File: config.mk
export PLATFORM = sky130hd
export DESIGN_NAME = cmg_mode_guard
export DESIGN_NICKNAME = d
export VERILOG_FILES = /design/src/design/cmg_pkg.sv /design/src/design/cmg_range_check.sv /design/src/design/cmg_mode_guard.sv
export SDC_FILE = /design/constraint.sdc
export NUM_CORES = 1
export LEC_CHECK = 0
export ABC_AREA = 1
export BUFFER_PORTS_ARGS = -buffer_cell sky130_fd_sc_hd__buf_2
export CAP_MARGIN = 15
export CORE_MARGIN = 5
export CORE_UTILIZATION = 50
export DETAILED_ROUTE_END_ITERATION = 6
export PLACE_DENSITY = 0.78
export SYNTH_ARGS = -nofsm -noshare
export SYNTH_HDL_FRONTEND = slang
export SYNTH_SLANG_ARGS = --single-unit
export TNS_END_PERCENT = 5
File: constraint.sdc
create_clock -name ref_clk -period 4.2 [get_ports ref_clk]
set_input_delay 0.21 -clock ref_clk [delete_from_list [all_inputs] [get_ports ref_clk]]
set_output_delay 0.21 -clock ref_clk [all_outputs]
set_load 0.01 [all_outputs]
File: src/design/cmg_pkg.sv
// shared constants and types for the cpu mode memory guard
package cmg_pkg;

    ////////////////////////////////////////////////////////////////////////////////
    // memory map, byte sizes
    localparam int KBYTE           = 1024;
    localparam int ROM_APP_BYTES   = 160 * KBYTE;
    localparam int ROM_TEST_BYTES  = 24 * KBYTE;
    localparam int EE_BYTES        = 24 * KBYTE;
    localparam int EE_RSV_BYTES    = 128;
    localparam int RAM_GP_BYTES    = 3584;
    localparam int RAM_COP_BYTES   = 2560;
    localparam int NUM_SYS_VECTORS = 32;

    localparam int ADDR_W = 18;
    localparam int SFR_GROUP_LSB = 5;
    localparam int SFR_GROUP_W   = 3;

    // region bounds, inclusive
    localparam logic [ADDR_W-1:0] ROM_APP_LO  = 18'h00000;
    localparam logic [ADDR_W-1:0] ROM_APP_HI  = ADDR_W'(ROM_APP_BYTES - 1);
    localparam logic [ADDR_W-1:0] ROM_TEST_LO = ADDR_W'(ROM_APP_BYTES);
    localparam logic [ADDR_W-1:0] ROM_TEST_HI = ADDR_W'(ROM_APP_BYTES + ROM_TEST_BYTES - 1);
    localparam logic [ADDR_W-1:0] EE_RSV_LO   = 18'h00000;
    localparam logic [ADDR_W-1:0] EE_RSV_HI   = ADDR_W'(EE_RSV_BYTES - 1);
    localparam logic [ADDR_W-1:0] EE_APP_LO   = ADDR_W'(EE_RSV_BYTES);
    localparam logic [ADDR_W-1:0] EE_APP_HI   = ADDR_W'(EE_BYTES - 1);
    localparam logic [ADDR_W-1:0] RAM_GP_LO   = 18'h00000;
    localparam logic [ADDR_W-1:0] RAM_GP_HI   = ADDR_W'(RAM_GP_BYTES - 1);
    localparam logic [ADDR_W-1:0] RAM_COP_LO  = ADDR_W'(RAM_GP_BYTES);
    localparam logic [ADDR_W-1:0] RAM_COP_HI  = ADDR_W'(RAM_GP_BYTES + RAM_COP_BYTES - 1);

    // vector table in application rom
    localparam logic [ADDR_W-1:0] VEC_EXC_BASE = 18'h00000;
    localparam logic [ADDR_W-1:0] VEC_IRQ_BASE = 18'h00100;
    localparam logic [ADDR_W-1:0] VEC_SYS_BASE = 18'h00200;
    localparam int                VEC_SHIFT    = 3;
    localparam logic [4:0]        VEC_IDX_VIOL = 5'h00;

    // user restriction configuration selectors
    localparam logic [2:0] CFG_SFR_GRANT = 3'h0;
    localparam logic [2:0] CFG_RAM_LO    = 3'h1;
    localparam logic [2:0] CFG_RAM_HI    = 3'h2;
    localparam logic [2:0] CFG_EE_LO     = 3'h3;
    localparam logic [2:0] CFG_EE_HI     = 3'h4;

    // submode select values
    localparam logic [1:0] SS_SEL_BOOT   = 2'h0;
    localparam logic [1:0] SS_SEL_TEST   = 2'h1;
    localparam logic [1:0] SS_SEL_COMPAT = 2'h2;

    ////////////////////////////////////////////////////////////////////////////////
    // types
    typedef enum logic [4:0] {
        MODE_BOOT   = 5'h01,
        MODE_TEST   = 5'h02,
        MODE_COMPAT = 5'h04,
        MODE_SYSTEM = 5'h08,
        MODE_USER   = 5'h10
    } cmg_mode_t;

    typedef enum logic [1:0] {
        SPACE_ROM = 2'h0,
        SPACE_EE  = 2'h1,
        SPACE_RAM = 2'h2,
        SPACE_SFR = 2'h3
    } cmg_space_t;

    typedef enum logic [1:0] {
        VEC_EXC = 2'h0,
        VEC_IRQ = 2'h1,
        VEC_SYS = 2'h2
    } cmg_vec_kind_t;

    typedef struct packed {
        logic              valid;
        logic              write;
        cmg_space_t        space;
        logic [ADDR_W-1:0] addr;
        logic [7:0]        wdata;
    } cmg_access_t;

    typedef struct packed {
        logic          valid;
        cmg_vec_kind_t kind;
        logic [4:0]    index;
    } cmg_vec_req_t;

    typedef struct packed {
        logic              valid;
        logic [2:0]        sel;
        logic [ADDR_W-1:0] data;
    } cmg_cfg_t;

endpackage : cmg_pkg

File: src/design/cmg_range_check.sv
// inclusive address window compare
`timescale 1ns/1ps

module cmg_range_check #(
    parameter int ADDR_W = 18
) (
    input  wire logic [ADDR_W-1:0] addr,
    input  wire logic [ADDR_W-1:0] lo,
    input  wire logic [ADDR_W-1:0] hi,
    output logic                   hit
);

    assign hit = (addr >= lo) && (addr <= hi);

endmodule : cmg_range_check

File: src/design/cmg_mode_guard.sv
// cpu privilege mode tracker and memory access guard
`timescale 1ns/1ps

module cmg_mode_guard #(
    parameter logic [31:0]               EXC_USER_MASK   = 32'h00000000,
    parameter logic [31:0]               IRQ_USER_MASK   = 32'h00000000,
    parameter logic [(1<<cmg_pkg::SFR_GROUP_W)-1:0] USER_SFR_BASE = 8'h01,
    parameter logic [cmg_pkg::ADDR_W-1:0] BOOT_RAM_LO    = 18'h00000,
    parameter logic [cmg_pkg::ADDR_W-1:0] BOOT_RAM_HI    = 18'h0003f
) (
    input  wire logic                         ref_clk,
    input  wire logic                         reset,
    input  wire logic                         test_fuse_blown,
    input  wire logic                         boot_done,
    input  wire logic                         ss_sel_we,
    input  wire logic [1:0]                   ss_sel_val,
    input  wire logic                         ss_exit,
    input  wire logic                         drop_to_user,
    input  wire cmg_pkg::cmg_vec_req_t        vec_req,
    input  wire cmg_pkg::cmg_cfg_t            cfg,
    input  wire cmg_pkg::cmg_access_t         cpu_req,
    input  wire cmg_pkg::cmg_access_t         cop_req,
    input  wire logic [7:0]                   mem_rdata,
    output cmg_pkg::cmg_mode_t                mode,
    output logic                              vec_jump,
    output logic [cmg_pkg::ADDR_W-1:0]        vec_addr,
    output logic                              cpu_grant,
    output logic                              cop_grant,
    output cmg_pkg::cmg_access_t              mem_cmd,
    output logic                              mem_from_cop,
    output logic [7:0]                        cpu_rdata,
    output logic [7:0]                        cop_rdata,
    output logic                              viol_exc
);

    localparam int AW = cmg_pkg::ADDR_W;
    localparam int NG = 1 << cmg_pkg::SFR_GROUP_W;

    ////////////////////////////////////////////////////////////////////////////////
    // test fuse synchroniser
    logic fuse_s1;
    logic fuse_s2;
    logic fuse_s3;
    logic test_disabled;

    always_ff @(posedge ref_clk)
    begin
        fuse_s1 <= test_fuse_blown;
        fuse_s2 <= fuse_s1;
        fuse_s3 <= fuse_s2;
    end

    always_ff @(posedge ref_clk)
    begin
        if (reset)
            test_disabled <= 1'b1;
        else if (fuse_s2 == fuse_s3)
            test_disabled <= fuse_s3;
    end

    ////////////////////////////////////////////////////////////////////////////////
    // region decode
    logic [AW-1:0] user_ram_lo;
    logic [AW-1:0] user_ram_hi;
    logic [AW-1:0] user_ee_lo;
    logic [AW-1:0] user_ee_hi;
    logic [NG-1:0] user_sfr_grant;

    logic c_rom_app;
    logic c_rom_test;
    logic c_ee_rsv;
    logic c_ee_app;
    logic c_ram_gp;
    logic c_ram_cop;
    logic c_boot_ram;
    logic c_user_ram;
    logic c_user_ee;
    logic p_ee_app;
    logic p_ram_cop;

    cmg_range_check #(.ADDR_W(AW)) u_rom_app (.addr(cpu_req.addr), .lo(cmg_pkg::ROM_APP_LO),
        .hi(cmg_pkg::ROM_APP_HI), .hit(c_rom_app));
    cmg_range_check #(.ADDR_W(AW)) u_rom_test (.addr(cpu_req.addr), .lo(cmg_pkg::ROM_TEST_LO),
        .hi(cmg_pkg::ROM_TEST_HI), .hit(c_rom_test));
    cmg_range_check #(.ADDR_W(AW)) u_ee_rsv (.addr(cpu_req.addr), .lo(cmg_pkg::EE_RSV_LO),
        .hi(cmg_pkg::EE_RSV_HI), .hit(c_ee_rsv));
    cmg_range_check #(.ADDR_W(AW)) u_ee_app (.addr(cpu_req.addr), .lo(cmg_pkg::EE_APP_LO),
        .hi(cmg_pkg::EE_APP_HI), .hit(c_ee_app));
    cmg_range_check #(.ADDR_W(AW)) u_ram_gp (.addr(cpu_req.addr), .lo(cmg_pkg::RAM_GP_LO),
        .hi(cmg_pkg::RAM_GP_HI), .hit(c_ram_gp));
    cmg_range_check #(.ADDR_W(AW)) u_ram_cop (.addr(cpu_req.addr), .lo(cmg_pkg::RAM_COP_LO),
        .hi(cmg_pkg::RAM_COP_HI), .hit(c_ram_cop));
    cmg_range_check #(.ADDR_W(AW)) u_boot_ram (.addr(cpu_req.addr), .lo(BOOT_RAM_LO),
        .hi(BOOT_RAM_HI), .hit(c_boot_ram));
    cmg_range_check #(.ADDR_W(AW)) u_user_ram (.addr(cpu_req.addr), .lo(user_ram_lo),
        .hi(user_ram_hi), .hit(c_user_ram));
    cmg_range_check #(.ADDR_W(AW)) u_user_ee (.addr(cpu_req.addr), .lo(user_ee_lo),
        .hi(user_ee_hi), .hit(c_user_ee));
    cmg_range_check #(.ADDR_W(AW)) u_cop_ee (.addr(cop_req.addr), .lo(cmg_pkg::EE_APP_LO),
        .hi(cmg_pkg::EE_APP_HI), .hit(p_ee_app));
    cmg_range_check #(.ADDR_W(AW)) u_cop_ram (.addr(cop_req.addr), .lo(cmg_pkg::RAM_COP_LO),
        .hi(cmg_pkg::RAM_COP_HI), .hit(p_ram_cop));

    ////////////////////////////////////////////////////////////////////////////////
    // cpu access rights per mode, coprocessor access rights
    logic                            cpu_ok;
    logic [cmg_pkg::SFR_GROUP_W-1:0] sfr_group;

    assign sfr_group = cpu_req.addr[cmg_pkg::SFR_GROUP_LSB +: cmg_pkg::SFR_GROUP_W];

    always_comb
    begin
        cpu_ok = 1'b0;
        case (mode)
            cmg_pkg::MODE_TEST:
                cpu_ok = (cpu_req.space == cmg_pkg::SPACE_SFR)
                       || c_rom_app || c_rom_test || c_ee_rsv || c_ee_app
                       || c_ram_gp || c_ram_cop;
            cmg_pkg::MODE_BOOT, cmg_pkg::MODE_COMPAT:
                case (cpu_req.space)
                    cmg_pkg::SPACE_ROM: cpu_ok = c_rom_test;
                    cmg_pkg::SPACE_EE:  cpu_ok = c_ee_rsv;
                    cmg_pkg::SPACE_RAM: cpu_ok = (mode == cmg_pkg::MODE_BOOT) ? c_boot_ram
                                                 : (c_ram_gp || c_ram_cop);
                    default:            cpu_ok = 1'b1;
                endcase
            cmg_pkg::MODE_SYSTEM:
                case (cpu_req.space)
                    cmg_pkg::SPACE_ROM: cpu_ok = c_rom_app;
                    cmg_pkg::SPACE_EE:  cpu_ok = c_ee_app;
                    cmg_pkg::SPACE_RAM: cpu_ok = c_ram_gp || c_ram_cop;
                    default:            cpu_ok = 1'b1;
                endcase
            cmg_pkg::MODE_USER:
                case (cpu_req.space)
                    cmg_pkg::SPACE_ROM: cpu_ok = c_rom_app;
                    cmg_pkg::SPACE_EE:  cpu_ok = c_ee_app && c_user_ee;
                    cmg_pkg::SPACE_RAM: cpu_ok = (c_ram_gp || c_ram_cop) && c_user_ram;
                    default:            cpu_ok = USER_SFR_BASE[sfr_group]
                                                 || user_sfr_grant[sfr_group];
                endcase
            default:
                cpu_ok = 1'b0;
        endcase
    end

    always_comb
    begin
        case (cop_req.space)
            cmg_pkg::SPACE_EE:  cop_grant = cop_req.valid && p_ee_app;
            cmg_pkg::SPACE_RAM: cop_grant = cop_req.valid && p_ram_cop;
            default:            cop_grant = 1'b0;
        endcase
    end

    assign cpu_grant = cpu_req.valid && cpu_ok;

    logic cpu_denied;
    assign cpu_denied = cpu_req.valid && !cpu_ok;

    ////////////////////////////////////////////////////////////////////////////////
    // user restriction configuration
    logic cfg_ok;
    assign cfg_ok = cfg.valid && (mode == cmg_pkg::MODE_SYSTEM);

    always_ff @(posedge ref_clk)
    begin
        if (reset)
        begin
            user_sfr_grant <= '0;
            user_ram_lo    <= cmg_pkg::RAM_GP_LO;
            user_ram_hi    <= cmg_pkg::RAM_GP_LO;
            user_ee_lo     <= cmg_pkg::EE_APP_LO;
            user_ee_hi     <= cmg_pkg::EE_APP_LO;
        end
        else if (cfg_ok)
        begin
            case (cfg.sel)
                cmg_pkg::CFG_SFR_GRANT: user_sfr_grant <= cfg.data[NG-1:0];
                cmg_pkg::CFG_RAM_LO:    user_ram_lo    <= cfg.data;
                cmg_pkg::CFG_RAM_HI:    user_ram_hi    <= cfg.data;
                cmg_pkg::CFG_EE_LO:     user_ee_lo     <= cfg.data;
                cmg_pkg::CFG_EE_HI:     user_ee_hi     <= cfg.data;
                default:                user_sfr_grant <= user_sfr_grant;
            endcase
        end
    end

    ////////////////////////////////////////////////////////////////////////////////
    // mode state and vectors
    cmg_pkg::cmg_mode_t next_mode;
    logic               in_super;
    logic               vec_take;
    logic               force_user;
    logic [AW-1:0]      next_vec_addr;

    assign in_super = (mode == cmg_pkg::MODE_BOOT) || (mode == cmg_pkg::MODE_TEST)
                   || (mode == cmg_pkg::MODE_COMPAT);
    // firmware of the super submodes is never interrupted
    assign vec_take = !in_super && (cpu_denied || vec_req.valid);

    always_comb
    begin
        force_user    = 1'b0;
        next_vec_addr = cmg_pkg::VEC_EXC_BASE
                      + AW'({cmg_pkg::VEC_IDX_VIOL, cmg_pkg::VEC_SHIFT'(0)});
        if (!cpu_denied)
        begin
            case (vec_req.kind)
                cmg_pkg::VEC_EXC:
                begin
                    force_user    = EXC_USER_MASK[vec_req.index];
                    next_vec_addr = cmg_pkg::VEC_EXC_BASE
                                  + AW'({vec_req.index, cmg_pkg::VEC_SHIFT'(0)});
                end
                cmg_pkg::VEC_IRQ:
                begin
                    force_user    = IRQ_USER_MASK[vec_req.index];
                    next_vec_addr = cmg_pkg::VEC_IRQ_BASE
                                  + AW'({vec_req.index, cmg_pkg::VEC_SHIFT'(0)});
                end
                default:
                    next_vec_addr = cmg_pkg::VEC_SYS_BASE
                                  + AW'({vec_req.index, cmg_pkg::VEC_SHIFT'(0)});
            endcase
        end
    end

    always_comb
    begin
        next_mode = mode;
        case (mode)
            cmg_pkg::MODE_BOOT:
                if (boot_done)
                    next_mode = test_disabled ? cmg_pkg::MODE_SYSTEM : cmg_pkg::MODE_TEST;
                else if (ss_sel_we && ss_sel_val == cmg_pkg::SS_SEL_COMPAT)
                    next_mode = cmg_pkg::MODE_COMPAT;
                else if (ss_sel_we && ss_sel_val == cmg_pkg::SS_SEL_TEST && !test_disabled)
                    next_mode = cmg_pkg::MODE_TEST;
            cmg_pkg::MODE_TEST, cmg_pkg::MODE_COMPAT:
                if (mode == cmg_pkg::MODE_TEST && test_disabled)
                    next_mode = cmg_pkg::MODE_SYSTEM;
                else if (ss_exit)
                    next_mode = cmg_pkg::MODE_SYSTEM;
                else if (ss_sel_we && ss_sel_val == cmg_pkg::SS_SEL_BOOT)
                    next_mode = cmg_pkg::MODE_BOOT;
                else if (ss_sel_we && ss_sel_val == cmg_pkg::SS_SEL_COMPAT)
                    next_mode = cmg_pkg::MODE_COMPAT;
                else if (ss_sel_we && ss_sel_val == cmg_pkg::SS_SEL_TEST && !test_disabled)
                    next_mode = cmg_pkg::MODE_TEST;
            cmg_pkg::MODE_SYSTEM, cmg_pkg::MODE_USER:
                if (vec_take)
                    next_mode = force_user ? cmg_pkg::MODE_USER : cmg_pkg::MODE_SYSTEM;
                else if (drop_to_user && mode == cmg_pkg::MODE_SYSTEM)
                    next_mode = cmg_pkg::MODE_USER;
            default:
                next_mode = cmg_pkg::MODE_BOOT;
        endcase
    end

    always_ff @(posedge ref_clk)
    begin
        if (reset)
            mode <= cmg_pkg::MODE_BOOT;
        else
            mode <= next_mode;
    end

    always_ff @(posedge ref_clk)
    begin
        if (reset)
        begin
            vec_jump <= 1'b0;
            vec_addr <= cmg_pkg::VEC_EXC_BASE;
        end
        else
        begin
            vec_jump <= vec_take;
            if (vec_take)
                vec_addr <= next_vec_addr;
        end
    end

    ////////////////////////////////////////////////////////////////////////////////
    // memory command and read data
    logic grant_cpu_q;
    logic grant_cop_q;

    always_ff @(posedge ref_clk)
    begin
        if (reset)
        begin
            mem_cmd      <= '0;
            mem_from_cop <= 1'b0;
            viol_exc     <= 1'b0;
            grant_cpu_q  <= 1'b0;
            grant_cop_q  <= 1'b0;
        end
        else
        begin
            viol_exc     <= cpu_denied;
            grant_cpu_q  <= cpu_grant;
            grant_cop_q  <= cop_grant && !cpu_grant;
            mem_from_cop <= cop_grant && !cpu_grant;
            if (cpu_grant)
                mem_cmd <= cpu_req;
            else if (cop_grant)
                mem_cmd <= cop_req;
            else
                mem_cmd <= '0;
        end
    end

    always_ff @(posedge ref_clk)
    begin
        if (reset)
        begin
            cpu_rdata <= 8'h00;
            cop_rdata <= 8'h00;
        end
        else
        begin
            cpu_rdata <= grant_cpu_q ? mem_rdata : 8'h00;
            cop_rdata <= grant_cop_q ? mem_rdata : 8'h00;
        end
    end

endmodule : cmg_mode_guard

## Word level (Yosys, flattened, before mapping)

Memories as Yosys holds them, arrays and structs flattened.
Index checks and enable logic that the tools add are counted.

- Register bits: 157
- Latch bits: 0
- RAM bits: 0
- Bits in read-only memories: 40
- Logic and storage cells: 151
- Memories: 2

Memory list:

| name | words | width | rd ports | clocked after Yosys merged registers in | write ports | line | source |
|---|---|---|---|---|---|---|---|
| (no name shown) | 32 | 1 | 1 | 0 | 0 | cmg_mode_guard.sv:218 | `force_user = IRQ_USER_MASK[vec_req.index];` |
| (no name shown) | 8 | 1 | 1 | 0 | 0 | cmg_mode_guard.sv:139 | `default: cpu_ok = USER_SFR_BASE[sfr_group]` |

- $add $sub $neg: 2
- $mul: 0
- Div/mod/pow operators: 0
- Order comparisons: 21
- Equal/unequal tests: 19
- Shift operators: 0
- Multiplexer cells: 27
- Bitwise gates (word level): 2
- Reduce and logical (&&, ||, !) cells: 56

Operators with widths:

| cell | number |
|---|---|
| $mux W30 | 2 |
| $mux W5 | 9 |
| $ge A18 B12 Y1 const B | 2 |
| $ge A18 B18 Y1 | 2 |
| $ge A18 B8 Y1 const B | 2 |
| $le A18 B13 Y1 const B | 2 |
| $le A18 B15 Y1 const B | 2 |
| $le A18 B18 Y1 | 2 |
| $le A18 B18 Y1 const B | 2 |
| $logic_and A1 B1 Y1 | 26 |
| $pmux W11 S2 | 1 |
| $ge A18 B1 Y1 const B | 1 |
| $ge A18 B18 Y1 const B | 1 |
| $le A18 B12 Y1 const B | 1 |
| $le A18 B6 Y1 const B | 1 |
| $le A18 B7 Y1 const B | 1 |
| $pmux W5 S3 | 1 |
| $reduce_or A2 Y1 | 6 |
| $add A10 B8 Y11 const A | 1 |
| $logic_or A1 B1 Y1 | 11 |
| $mux W11 | 1 |
| $add A9 B8 Y10 const A | 1 |
| $reduce_and A2 Y1 | 5 |
| $pmux W1 S3 | 3 |
| other kinds (23) | 41 |

## Depth between registers and ports, before layout

- Depth after elaboration: 15
- Depth in mapped cells: 21
- Depth with buffers taken out: 20

## Hierarchy

From an unflattened synthesis, not the netlist that was laid out.

- Cells, all modules: 2539
- Area total of the unflattened synthesis: 16473.3 um^2

By module, submodules not included:

| module | instances | cells each | area an instance (um^2) | sequential area each (um^2) |
|---|---|---|---|---|
| cmg_range_check (u_boot_ram ...) | 10 | 171 | 996.0 | 0.0 |
| cmg_mode_guard | 1 | 647 | 5452.7 | 2902.8 |
| cmg_range_check (u_ee_rsv) | 1 | 182 | 1061.0 | 0.0 |

## Worst setup path after synthesis

Ideal clock, no wire load.

- Path kind: register to register
- Start: register user_ram_lo[9]
- End: register mem_cmd[13] (netlist name)
- Data arrival time: 2021 ps
- Data required time: 4078 ps
- Setup slack: 2057 ps
- Cell stages (with the launch flop): 19
- Clock period less this slack: 2143 ps
- Path through: dfxtp_1 > inv_1 > ha_1 > nand2_1 > nor2_1 > o21ai_0 > o21ai_1 > nand2_1 > nand3_1 > nand3_1 > nand3_1 > nand2_2 > a21boi_4 > nor2_2 > nand2_2 > inv_2 > buf_6 > nand2_1 > o21ai_0

- Cells in the longest elaborated chain, start to end: 7

RTL lines:

| what | line | source |
|---|---|---|
| start, declared | cmg_mode_guard.sv:63 | `logic [AW-1:0] user_ram_lo;` |
| start signal, assigned | cmg_mode_guard.sv:171 | `user_ram_lo <= cmg_pkg::RAM_GP_LO;` |
| start signal, assigned | cmg_mode_guard.sv:180 | `cmg_pkg::CFG_RAM_LO: user_ram_lo <= cfg.data;` |
| $ge A18 B18 Y1 | cmg_range_check.sv:13 | `assign hit = (addr >= lo) && (addr <= hi);` |
| $logic_and A1 B1 Y1 | cmg_range_check.sv:13 |  |
| $logic_and A1 B1 Y1 | cmg_mode_guard.sv:138 | `cmg_pkg::SPACE_RAM: cpu_ok = (c_ram_gp \|\| c_ram_cop) && c_user_ram;` |
| $pmux W1 S3 | cmg_mode_guard.sv:135 | `case (cpu_req.space)` |
| $pmux W1 S4 | cmg_mode_guard.sv:114 | `case (mode)` |
| $logic_and A1 B1 Y1 | cmg_mode_guard.sv:156 | `assign cpu_grant = cpu_req.valid && cpu_ok;` |
| named net cpu_grant | cmg_mode_guard.sv:27 | `output logic cpu_grant,` |
| $mux W30 | cmg_mode_guard.sv:305 | `if (cpu_grant)` |
| end signal, assigned | cmg_mode_guard.sv:306 | `mem_cmd <= cpu_req;` |
| end signal, assigned | cmg_mode_guard.sv:308 | `mem_cmd <= cop_req;` |
| end, declared | cmg_mode_guard.sv:29 | `output cmg_pkg::cmg_access_t mem_cmd,` |

The timed path passes the listed nets, and every way through them passes these cells.
A chain may end at the register's enable or synchronous reset.

## Worst setup path after layout

- Start: register user_ram_hi[17]
- End: register mem_cmd[7] (netlist name)

- Cells in the longest elaborated chain, start to end: 7

RTL lines:

| what | line | source |
|---|---|---|
| start, declared | cmg_mode_guard.sv:64 | `logic [AW-1:0] user_ram_hi;` |
| start signal, assigned | cmg_mode_guard.sv:172 | `user_ram_hi <= cmg_pkg::RAM_GP_LO;` |
| start signal, assigned | cmg_mode_guard.sv:181 | `cmg_pkg::CFG_RAM_HI: user_ram_hi <= cfg.data;` |
| $le A18 B18 Y1 | cmg_range_check.sv:13 |  |
| $logic_and A1 B1 Y1 | cmg_range_check.sv:13 |  |
| $logic_and A1 B1 Y1 | cmg_mode_guard.sv:138 |  |
| $pmux W1 S3 | cmg_mode_guard.sv:135 |  |
| $pmux W1 S4 | cmg_mode_guard.sv:114 |  |
| $logic_and A1 B1 Y1 | cmg_mode_guard.sv:156 |  |
| $mux W30 | cmg_mode_guard.sv:305 |  |

No other way between the ends.

==> impl_metrics.tcl <==
set metrics [dict create \
    drt-total-wl_um 20800 \
    cts_resized 0 \
    regToRegStartpoint "user_ram_hi[17]" \
    critPathArrivalTime_ns 3.60 \
    ir_drop_mv 0.312 \
    cts.path.max_buffers 2 \
    clk_latency_ns 0.43 \
    numCtsBuffers 17 \
    synth.top_cell.area_share 0.392 \
    grt_max_degree 45 \
    met3_usage 0.0623 \
    routedWlPerCell_um 15.0 \
    ioPinCount 181 \
    regArea_mm2 0.00290 \
    drive_above_1_share 0.195 \
    post-route-util 0.633 \
    vias_per_cell 5.14 \
    routabilityCongestion 0.889 \
    synthTopCellsByArea "dfxtp_1 (39%), ha_1 (12%), nand2_1 (9.9%)" \
    maxCapViolations 0 \
    cts_root_buffer "clkbuf_16" \
    dp_cells 1330 \
    period_needed_ns 3.22 \
    ys_seq_area_frac 0.392 \
    multi_input_area_mm2 0.00370 \
    synth_top_flop_cell "dfxtp_1" \
    grt_pass1_vias 6997 \
    dp_hpwl_um 15300 \
    die_area_mm2 0.0173 \
    crit_required_ns 4.57 \
    stdcell_count 1386 \
    drt_iter0_drc 436 \
    fmax_mhz 310 \
    grt_setup_unrepaired "no" \
    grt_most_used_layer "met2" \
    post-place-ws_ns 1.58 \
    crit_start "user_ram_hi[17]" \
    antenna_found_initial 0 \
    pwr_density_cell_mw_per_mm2 367 \
    n_antenna_cell 0 \
    cts_tree "done" \
    drc 0 \
    final_cell_area_mm2 0.00920 \
    post_cts_buffers 0 \
    initial_core_util 0.509 \
    rows 44 \
    final.period_utilization 0.768 \
    first_pass_iters 7 \
    slew_headroom 0.455 \
    leakagePower_nw 4.47 \
    skew_ns 0.00890 \
    critPathMaxFanout 21 \
    synth-seq-cells 145 \
    yosysMostFrequentCell "nand2_1" \
    end_kind "register" \
    setup_viol 0 \
    io_buffers 169 \
    hold_buffers 26 \
    grtUsageTotal 0.240 \
    r2r_slack_ns 0.98 \
    grt_pass1_wl_um 34200 \
    placed_cell_area_mm2 0.00835 \
    nFillCells 1282 \
    clkSinkCount 145 \
    htreeDepth 4 \
    min_from "cop_req[14]" \
    synth_top_area_cell "dfxtp_1" \
    fp.dieH_um 132 \
    grtUsageMet2 0.404 \
    dr_total_vias 7119 \
    gr-total-overflow 0 \
    fin_nets 1371 \
    syn_inst 1001 \
    tightest_slew_ns 0.812 \
    path_clk_slew_ns 0.06 \
    synthTopCellsByCount "nand2_1 (195), inv_1 (162), dfxtp_1 (145)" \
    areaGrowthSynthToFinish_pct 24.2 \
    drv_slew 0 \
    hold_violations 0 \
    die_w_um 132 \
    syn_avg_cell_area_um2 7.40 \
    status "completed" \
    yosysWarnings 0 \
    worstSetupPathType "register to register" \
    synth-async-reset-ratio 0 \
    core_mm2 0.0145 \
    ant_nets 0 \
    synth_area_mm2 0.00740 \
    synth_edf_count 0 \
    hold_path.class "input port to register" \
    start_kind "register" \
    tns_ns 0 \
    met1_usage 0.288 \
    fin_ws_ns 0.975 \
    synth_cell_types 43 \
]
[per-stage QoR]
stage	hold slack [ns]	total power, W
2_1_floorplan	0.238	0.00172
3_3_place_gp	0.313	0.00188
3_5_place_dp	0.314	0.00189
4_1_cts	0.00425	0.00339
5_1_grt	0.0192	0.00352
6_report	0.0116	0.00338
[power by group]
| part | switching [W] | internal, W | leakage, nW |
|---|---|---|---|
| clock | 0.000588 | 0.000903 | 0.282 |
| combinational | 0.000281 | 0.000174 | 3.02 |
| sequential | 0.0000183 | 0.00141 | 1.17 |
[worst max-delay path, stage by stage (launching register included)]
cell and delay, ns:
dfxtp_1 0.34, inv_1 0.05, ha_1 0.29, nand2_1 0.08, nor2_1 0.17, nand2_1 0.12
nor2_1 0.15, o21ai_0 0.11, nand3_1 0.10, nand2_1 0.05, nand3_1 0.07, nand3_1 0.10
nand2_2 0.12, a21boi_4 0.08, nor2_2 0.09, nand2_2 0.11, inv_2 0.38, nand2_1 0.13
nand2_1 0.09, dlygate4sd3_1 0.54
[worst paths after layout]
path / endpoint / depth (start not counted)
setup / recovery: mem_cmd[7] / 19
hold / removal: mem_cmd[14] / 3
setup reg to reg: mem_cmd[7] / 19
hold reg to reg: fuse_s2 / 0
[cells in the final DEF, fill, tap and decap left out, types with 17 or more instances in the layout]
cell	Yosys	layout
a21oi_1	89	89
buf_2	6	169
clkbuf_16	0	17
dfxtp_1	145	145
dlygate4sd3_1	0	26
ha_1	73	73
inv_1	162	161
nand2_1	195	195
nand3_1	23	23
nor2_1	91	91
o21ai_0	90	90
[cell type report]
class	count	share of cell area
Inverter	169	0.0690
Sequential cell	145	0.316
Clock buffer	19	0.0493
Tap cell	184	0.0250
Clock inverter	11	0.0140
Multi-Input combinational cell	658	0.403
Timing Repair Buffer	200	0.124
[cell families (layout without fill, tap and decap cells)]
kind of cell	after synthesis	after routing	synth area share
compound gates	221	221	0.164
fa+ha+maj	73	73	0.123
buf+inv	208	399	0.115
flops	145	145	0.392
other cells	1	11	0.000506
simple gates	353	353	0.206
[flip-flops by register name, indices dropped and copies added, names as in the netlist, 5 cells and up]
| register | cells |
|---|---|
| mem_cmd | 30 |
| user_ee_hi | 18 |
| user_ee_lo | 18 |
| user_ram_hi | 18 |
| user_ram_lo | 18 |
| cop_rdata | 8 |
| cpu_rdata | 8 |
| user_sfr_grant | 7 |
| vec_addr | 7 |
| mode | 5 |
[metal layers]
metal  vias up  share of wire
met1      3239           0.42
met5         -              0
met4         0          0.032
met2       229           0.48
li1       3595              -
met3        56          0.063
Note: power is estimated with default switching activity, not from simulation.
